`src/supervisor_defs.svh`:
```
`ifndef SUPERVISOR_DEFS_SVH
`define SUPERVISOR_DEFS_SVH

// Clock rate of clk_sys in kHz (100 MHz).
`define SUP_CLK_KHZ 100000
// Least reset stretch time in ms.
`define SUP_STRETCH_MS 140
// Nominal watchdog timeout in ms.
`define SUP_TIMEOUT_MS 1600
// Cycles of the reset stretch, rounded up.
`define SUP_STRETCH_CYC (`SUP_STRETCH_MS * `SUP_CLK_KHZ)
// Cycles of the watchdog timeout, rounded down.
`define SUP_TIMEOUT_CYC (`SUP_TIMEOUT_MS * `SUP_CLK_KHZ)
// Width of the shared timing counters.
`define SUP_CNT_W 28

`endif

```
`src/supervisor_pkg.sv`:
```
package supervisor_pkg;

    // Kick input as two digital indications.
    typedef struct packed {
        logic level;
        logic mid;
    } kick_type;

    // Reset output pair.
    typedef struct packed {
        logic rst_n;
        logic rst;
    } reset_pair_type;

    // Reset stretch state machine.
    typedef enum logic [1:0] {
        ST_SUPPLY_LOW,
        ST_STRETCH,
        ST_RUN
    } sup_state_type;

endpackage : supervisor_pkg

```
`src/supply_supervisor_watchdog.sv`:
```
`timescale 1ns/1ns
`include "supervisor_defs.svh"
module supply_supervisor_watchdog #(
    parameter logic [`SUP_CNT_W-1:0] STRETCH_CYCLES = `SUP_CNT_W'(`SUP_STRETCH_CYC),
    parameter logic [`SUP_CNT_W-1:0] TIMEOUT_CYCLES = `SUP_CNT_W'(`SUP_TIMEOUT_CYC)
) (
    // Clock, reset and enable.
    input wire logic clk_sys,
    input wire logic reset_n,
    input wire logic clk_en,
    // Supply monitor.
    input wire logic supply_low,
    // Three-level kick input as level plus mid flag.
    input wire supervisor_pkg::kick_type watchdog_kick_in,
    // Reset outputs.
    output supervisor_pkg::reset_pair_type sys_reset,
    // Watchdog fault, active low.
    output logic watchdog_fault_out_n
);

    // Synchroniser stages for the kick indications.
    supervisor_pkg::kick_type kick_s1_r;
    supervisor_pkg::kick_type kick_s2_r;
    supervisor_pkg::kick_type kick_s3_r;
    // Stretch state machine and its counter.
    supervisor_pkg::sup_state_type state_r, state_nxt;
    logic [`SUP_CNT_W-1:0] stretch_cnt_r, stretch_cnt_nxt;
    // Watchdog timer.
    logic [`SUP_CNT_W-1:0] wd_cnt_r, wd_cnt_nxt;
    // Registered outputs.
    logic rst_n_r, rst_n_nxt;
    logic fault_n_r, fault_n_nxt;
    // Decoded events.
    logic kick_edge;
    logic wd_enabled;
    logic wd_expire;

    // True when a counter sits on the last cycle before its terminal count.
    // Both the stretch and the watchdog timer end this way, so they share it.
    function automatic logic at_last_cycle(input logic [`SUP_CNT_W-1:0] cnt, input logic [`SUP_CNT_W-1:0] limit);
        at_last_cycle = (cnt == limit - `SUP_CNT_W'(1));
    endfunction : at_last_cycle

    // Synchronise both kick indications; stage one feeds only stage two.
    always_ff @(posedge clk_sys or negedge reset_n) begin
        if (!reset_n) begin
            kick_s1_r <= '0;
            kick_s2_r <= '0;
            kick_s3_r <= '0;
        end else if (clk_en) begin
            kick_s1_r <= watchdog_kick_in;
            kick_s2_r <= kick_s1_r;
            kick_s3_r <= kick_s2_r;
        end
    end

    // A service edge is any level change while the input is driven.
    always_comb begin
        wd_enabled = !kick_s2_r.mid && !kick_s3_r.mid;
        kick_edge = wd_enabled && (kick_s2_r.level != kick_s3_r.level);
        wd_expire = wd_enabled && (state_r == supervisor_pkg::ST_RUN)
            && at_last_cycle(wd_cnt_r, TIMEOUT_CYCLES);
    end

    // Next-state logic for the reset stretch and the watchdog timer.
    always_comb begin
        state_nxt = state_r;
        stretch_cnt_nxt = stretch_cnt_r;
        wd_cnt_nxt = wd_cnt_r;
        fault_n_nxt = fault_n_r;
        case (state_r)
            supervisor_pkg::ST_SUPPLY_LOW: begin
                // Hold reset while the supply is low.
                stretch_cnt_nxt = '0;
                wd_cnt_nxt = '0;
                if (!supply_low) begin
                    state_nxt = supervisor_pkg::ST_STRETCH;
                end
            end
            supervisor_pkg::ST_STRETCH: begin
                // Count out the minimum reset time.
                wd_cnt_nxt = '0;
                if (at_last_cycle(stretch_cnt_r, STRETCH_CYCLES)) begin
                    state_nxt = supervisor_pkg::ST_RUN;
                    stretch_cnt_nxt = '0;
                end else begin
                    stretch_cnt_nxt = stretch_cnt_r + `SUP_CNT_W'(1);
                end
            end
            supervisor_pkg::ST_RUN: begin
                // Watchdog runs only while reset is released.
                if (!wd_enabled || kick_edge) begin
                    wd_cnt_nxt = '0;
                end else if (wd_expire) begin
                    wd_cnt_nxt = '0;
                    state_nxt = supervisor_pkg::ST_STRETCH;
                end else begin
                    wd_cnt_nxt = wd_cnt_r + `SUP_CNT_W'(1);
                end
            end
            default: begin
                state_nxt = supervisor_pkg::ST_SUPPLY_LOW;
            end
        endcase
        // Fault flag: the timeout pulls it low, service or disable release it.
        if (wd_expire && !kick_edge) begin
            fault_n_nxt = 1'b0;
        end
        if (kick_edge || !wd_enabled) begin
            fault_n_nxt = 1'b1;
        end
        // Supply low overrides everything.
        if (supply_low) begin
            state_nxt = supervisor_pkg::ST_SUPPLY_LOW;
            stretch_cnt_nxt = '0;
            wd_cnt_nxt = '0;
            fault_n_nxt = 1'b1;
        end
        rst_n_nxt = (state_nxt == supervisor_pkg::ST_RUN);
    end

    // Register state and outputs.
    always_ff @(posedge clk_sys or negedge reset_n) begin
        if (!reset_n) begin
            state_r <= supervisor_pkg::ST_SUPPLY_LOW;
            stretch_cnt_r <= '0;
            wd_cnt_r <= '0;
            rst_n_r <= 1'b0;
            fault_n_r <= 1'b1;
        end else if (clk_en) begin
            state_r <= state_nxt;
            stretch_cnt_r <= stretch_cnt_nxt;
            wd_cnt_r <= wd_cnt_nxt;
            rst_n_r <= rst_n_nxt;
            fault_n_r <= fault_n_nxt;
        end
    end

    // Both reset polarities from one flip-flop pair kept in step.
    logic rst_r;
    always_ff @(posedge clk_sys or negedge reset_n) begin
        if (!reset_n) begin
            rst_r <= 1'b1;
        end else if (clk_en) begin
            rst_r <= !rst_n_nxt;
        end
    end

    always_comb begin
        sys_reset.rst_n = rst_n_r;
        sys_reset.rst = rst_r;
        watchdog_fault_out_n = fault_n_r;
    end

    // Helper for the stretch checks: enabled cycles for which reset has stood low.
    logic [`SUP_CNT_W-1:0] low_run_r, low_run_nxt;

    // Count low cycles, clear while released, and saturate so a long supply dip cannot wrap.
    always_comb begin
        low_run_nxt = low_run_r;
        if (sys_reset.rst_n) begin
            // Released: the next low stretch counts from zero.
            low_run_nxt = '0;
        end else if (low_run_r != '1) begin
            // Held low: one more enabled cycle.
            low_run_nxt = low_run_r + `SUP_CNT_W'(1);
        end
    end

    // Register the helper count on enabled edges only, like the logic it watches.
    always_ff @(posedge clk_sys or negedge reset_n) begin
        if (!reset_n) begin
            low_run_r <= '0;
        end else if (clk_en) begin
            low_run_r <= low_run_nxt;
        end
    end
endmodule : supply_supervisor_watchdog

```
`config.mk`:
```
export PLATFORM = sky130hd
export DESIGN_NAME = supply_supervisor_watchdog
export DESIGN_NICKNAME = d
export VERILOG_FILES = /design/src/supervisor_pkg.sv /design/src/supply_supervisor_watchdog.sv
export VERILOG_INCLUDE_DIRS = /design/src
export SDC_FILE = /design/constraint.sdc
export NUM_CORES = 1
export LEC_CHECK = 0
export ABC_AREA = 1
export BUFFER_PORTS_ARGS = -buffer_cell sky130_fd_sc_hd__buf_2
export CAP_MARGIN = 5
export CORE_MARGIN = 3
export CORE_UTILIZATION = 65
export CTS_CLUSTER_SIZE = 25
export DETAILED_ROUTE_END_ITERATION = 8
export GPL_ROUTABILITY_DRIVEN = 0
export PLACE_DENSITY = 0.9
export SYNTH_ARGS = -nofsm -noshare
export SYNTH_HDL_FRONTEND = slang
export SYNTH_SLANG_ARGS = --single-unit
```
`constraint.sdc`:
```
create_clock -name clk_sys -period 3 [get_ports clk_sys]
set_clock_uncertainty 0.2 [all_clocks]
set_input_delay 0.9 -clock clk_sys [delete_from_list [all_inputs] [get_ports clk_sys]]
set_output_delay 0.9 -clock clk_sys [all_outputs]
set_load 0.05 [all_outputs]
```
# Word-level counts from Yosys, hierarchy flattened
# Cells that the tools add are included.
dict set report totals {
  regBits 67
  latchBits 0
  mem_bits_rw 0
  mem_bits_ro 0
  inputBits 6
  output_inout_bits 3
  word_cells 54
  n_memories 0
}
dict set report op_classes {
  n_addsub 2
  multipliers 0
  n_div 0
  order_cmp 0
  eq_ne 6
  shifts 0
  muxes 15
  n_bitwise 0
  n_reduce_logical 19
}
# cell n
set ops {}
lappend ops {{$mux W28} 5}
lappend ops {{$pmux W28 S2} 2}
lappend ops {{$add A28 B1 Y28 const B} 2}
lappend ops {{$eq A28 B24 Y1 const B} 1}
lappend ops {{$eq A28 B28 Y1 const B} 1}
lappend ops {{$reduce_bool A3 Y1} 3}
lappend ops {{$mux W2} 4}
lappend ops {{$pmux W2 S3} 1}
lappend ops {{$reduce_and A2 Y1} 3}
lappend ops {{$logic_and A1 B1 Y1} 5}
lappend ops {{$logic_not A1 Y1} 5}
lappend ops {{$eq A2 B2 Y1 const B} 2}
lappend ops {{$mux W1} 3}
lappend ops {{$eq A2 B1 Y1 const B} 1}
lappend ops {{$logic_not A2 Y1} 1}
lappend ops {{$reduce_or A2 Y1} 1}
lappend ops {{$logic_or A1 B1 Y1} 1}
lappend ops {{$ne A1 B1 Y1} 1}

# Depth between registers and ports, before layout
dict set report logic_depth {
  word_depth 10
  depth_mapped 12
}

# Least setup slack after synthesis
# No wires, ideal clock.
dict set report synth_path {
  path_type {input port to flip-flop}
  start {input port supply_low}
  end {register wd_cnt_r[14]}
  arrival_ns 1.760
  required_ns 2.682
  setup_slack_ns 0.922
  stages 8
  n_path_buf 1
  cell_sequence {inv_2 > nand2_4 > o21ai_4 > inv_2 > buf_6 > nand3_1 > xor2_1 > nor2_1}
}
dict set report synth_between {
  elab_chain_cells 2
  elab_cells_between_ends 3
  cone_classes {mux: 1; reduce/logical: 2}
}
# item line
set synth_rtl {}
lappend synth_rtl {{start: declaration} supply_supervisor_watchdog.sv:12} ;# input wire logic supply_low,
lappend synth_rtl {{$reduce_bool A3 Y1 (no line)} -}
lappend synth_rtl {{$reduce_and A2 Y1 (no line)} -}
lappend synth_rtl {{end signal: assignment} supply_supervisor_watchdog.sv:133} ;# wd_cnt_r <= wd_cnt_nxt;
lappend synth_rtl {{end: declaration} supply_supervisor_watchdog.sv:29} ;# logic [`SUP_CNT_W-1:0] wd_cnt_r, wd_cnt_nxt;
# Parallel ways exist; a longest one is shown, timed or not.
# A chain may end at the register's enable or synchronous reset.

# Final worst setup path
dict set report layout_path {
  start {register rst_r}
  end {output port sys_reset[0] (netlist name)}
}
# item line
set layout_lines {}
lappend layout_lines {{start: declaration} supply_supervisor_watchdog.sv:140} ;# logic rst_r;
lappend layout_lines {{start signal: assignment} supply_supervisor_watchdog.sv:145} ;# rst_r <= !rst_n_nxt;
lappend layout_lines {{end: declaration} supply_supervisor_watchdog.sv:16} ;# output supervisor_pkg::reset_pair_type sys_reset,
# No word-level cell between the ends.

==> flow_metrics.tcl <==
set metrics [dict create \
    power.switching_fraction 0.2548 \
    yosysTopAreaCell "dfrtp_1" \
    report.final.setup_viol 0 \
    synth-seq-cells 67 \
    min_path_cells 2 \
    cpLargestDelayFamily "flip-flops" \
    vias_per_cell 5.999 \
    grt_setup_unrepaired "false" \
    synth_cells 590 \
    ant_nets 0 \
    cp_max_fo 2 \
    die-area_um2 7539 \
    vias 4103 \
    ir_drop_mv 0.4277 \
    ys_types 40 \
    max-slew-margin-rel 0.6314 \
    io_buffers 8 \
    crit_chain "buf_2" \
    cp.arrival_ns 1.14 \
    ios 9 \
    antennaDiodeCount 0 \
    post-route-period-util 0.7476 \
    path_buf_inv 1 \
    n_fill_cell 427 \
    grt_max_degree 35 \
    die_w_um 86.83 \
    fin_ws_ns 0.7571 \
    track_usage 0.2961 \
    startpoint_type "flop" \
    nets 612 \
    rows 28 \
    layout_commonest_cell "nand2_1" \
    path_clk_slew_ns 0.08 \
    cts_resized 0 \
    hold_viol 0 \
    clk_latency_ns 0.35 \
    synth_seq_area_share 0.3954 \
    post-route-min-period_ns 2.243 \
    worstMarginPinSlew_ns 0.5471 \
    drc 0 \
    clockPowerShare 0.448 \
    p_leak_nw 2.014 \
    maxSlewViolCount 0 \
    hp-start "kick_s1_r[1]" \
    grt_antenna_before_repair 0 \
    initial_core_util 0.6927 \
    die_h_um 86.83 \
    mostFrequentLayoutCells "164 x nand2_1, 84 x nor2_1, 65 x dfrtp_1" \
    h-tree-depth 3 \
    ys_warn_count 0 \
    synthArstFlopShare 1.000 \
    fin_setup_tns_ns 0 \
    grt_pass1_vias 3815 \
    syn_nets 598 \
    intPower_mw 1.421 \
    cts_made_buffers 9 \
    yosysTopAreaCellShare 0.3830 \
    drt-pass1-iter-count 5 \
    reg2reg_from "wd_cnt_r[1]" \
    syn2layout_area_growth_pct 7.955 \
    critPathMaxStageDelay_ns 0.54 \
    crit_slowest_cell "dfstp_2" \
    drt_iter0_drc 531 \
    combPwrFrac 0.064 \
    cellPowerDensity_nw_per_um2 415.9 \
    grt-ovfl-total 0 \
    seqPwrFrac 0.488 \
    syn-cell-area_um2 4247 \
    hold_path_class "flop to flop" \
    tritoncts "yes" \
    syn_avg_cell_area_um2 7.198 \
    worstSetupEndpointType "output pin" \
    drive_above_1_share 0.1576 \
    p_switching_mw 0.4857 \
    dp_hpwl_um 7344 \
    min_to "kick_s1_r[1]" \
    critical_path_required_ns 1.90 \
    clock-root-buffer "clkbuf_8" \
    cts_hold_buf 0 \
    synth_area_leaders "dfrtp_1 38%, nand2_1 14%, nor2_1 7.4%" \
    grt_first_pass_wirelength_um 17650 \
    r2r_end "wd_cnt_r[26]" \
    core-area_um2 6131 \
    detail_route.wl_per_cell_um 14.97 \
    numClockSinks 67 \
    crit_type "flop to output pin" \
    pre_cts_ws_ns 0.5051 \
    r2r_cells 8 \
    routed_wl_um 10240 \
    post-cts-setup-buffers 0 \
    cap_viol_max_count 0 \
    synth_edf_count 0 \
    status "finished, final reports clean" \
    r2r_slack_ns 0.93 \
    synthFlopType "dfrtp_1" \
    fmax_ghz 0.4458 \
    clock_path_buffers 2 \
]
power by group through the flow:
stage               clock [mW]  sequential, mW  combinational, mW
global placement             0           0.945              0.115
detailed placement           0           0.946              0.120
CTS                      0.857           0.929              0.122
global route             0.902           0.932              0.136
finish                   0.855           0.930              0.122
floorplan                    0           0.944             0.0772
Yosys cell counts, types with 5 or more instances:
cell / count
a21oi_1: 23
buf_4: 5
dfrtp_1: 65
inv_1: 54
inv_2: 13
nand2_1: 164
nand2_2: 12
nand2_4: 6
nand3_1: 41
nand3_2: 5
nand4_1: 15
nor2_1: 84
nor2_2: 10
nor2_4: 9
nor3_1: 16
o21ai_0: 14
o21bai_1: 5
o22ai_1: 7
xor2_1: 7
logic make-up after synthesis:
group                    Yosys count  synth area share
AO/OA/AOI/OAI                     59           0.08014
XOR/XNOR                          11           0.02269
adder cells (fa/ha/maj)            2          0.005892
buffers and inverters             78           0.07631
flip-flops                        67            0.3954
AND/OR/NAND/NOR                  373            0.4196
worst min-delay path: cells and delay by family (launching register included):
| family | cells | cell delay, ns |
|---|---|---|
| flops | 1 | 0.36 |
| simple gates | 2 | 0.10 |
per-stage QoR:
| step | hold slack, ns | total power [mW] | area (um2) | cells | utilization |
|---|---|---|---|---|---|
| 3_5_place_dp | 0.2630 | 1.066 | 4362 | 668 | 0.7114 |
| 2_1_floorplan | 0.2422 | 1.021 | 4247 | 590 | - |
| 6_report | 0.2827 | 1.907 | 4584 | 684 | 0.7478 |
| 5_1_grt | 0.3122 | 1.970 | 4584 | 684 | 0.7478 |
| 4_1_cts | 0.2833 | 1.909 | 4584 | 684 | 0.7478 |
| 3_3_place_gp | 0.2540 | 1.060 | 4362 | 668 | 0.7114 |
worst max-delay path by stage:
stage / startpoint / to / slack (ns) / cells past startpoint
6_report: rst_r / sys_reset[0] / 0.76 / 1
5_1_grt: supply_low / stretch_cnt_r[19] / 0.68 / 13
4_1_cts: rst_r / sys_reset[0] / 0.75 / 1
3_5_place_dp: supply_low / stretch_cnt_r[19] / 0.51 / 13
3_3_place_gp: supply_low / stretch_cnt_r[19] / 0.56 / 13
2_1_floorplan: supply_low / wd_cnt_r[14] / 0.92 / 8
final cells by class:
| cell class | count | area (um2) | share of cell area |
|---|---|---|---|
| multi-input cells | 445 | 2243 | 0.4894 |
| clock buffers | 9 | 123.9 | 0.02702 |
| inverters | 69 | 262.8 | 0.05731 |
| flip-flops and latches | 67 | 1679 | 0.3663 |
| repair buffers | 12 | 82.58 | 0.01801 |
| clock inverters | 7 | 98.84 | 0.02156 |
| well taps | 75 | 93.84 | 0.02047 |
layer usage:
layer  vias up  routed length, um  part of all wire  track usage
met5         -                  0                 0            0
met4         0                324             0.032       0.1218
met3        42                977             0.095      0.05133
met2       254               4566              0.45       0.4486
met1      1880               4373              0.43       0.4205
li1       1927                  -                 -            -
state kept, by name, indices dropped and copies added (netlist names):
signal,cells
stretch_cnt_r,28
wd_cnt_r,28
kick_s1_r,2
kick_s2_r,2
kick_s3_r,2
state_r,2
rst_n_r,1
rst_r,1
watchdog_fault_out_n,1
No activity file was read; power rests on OpenSTA's default activity.
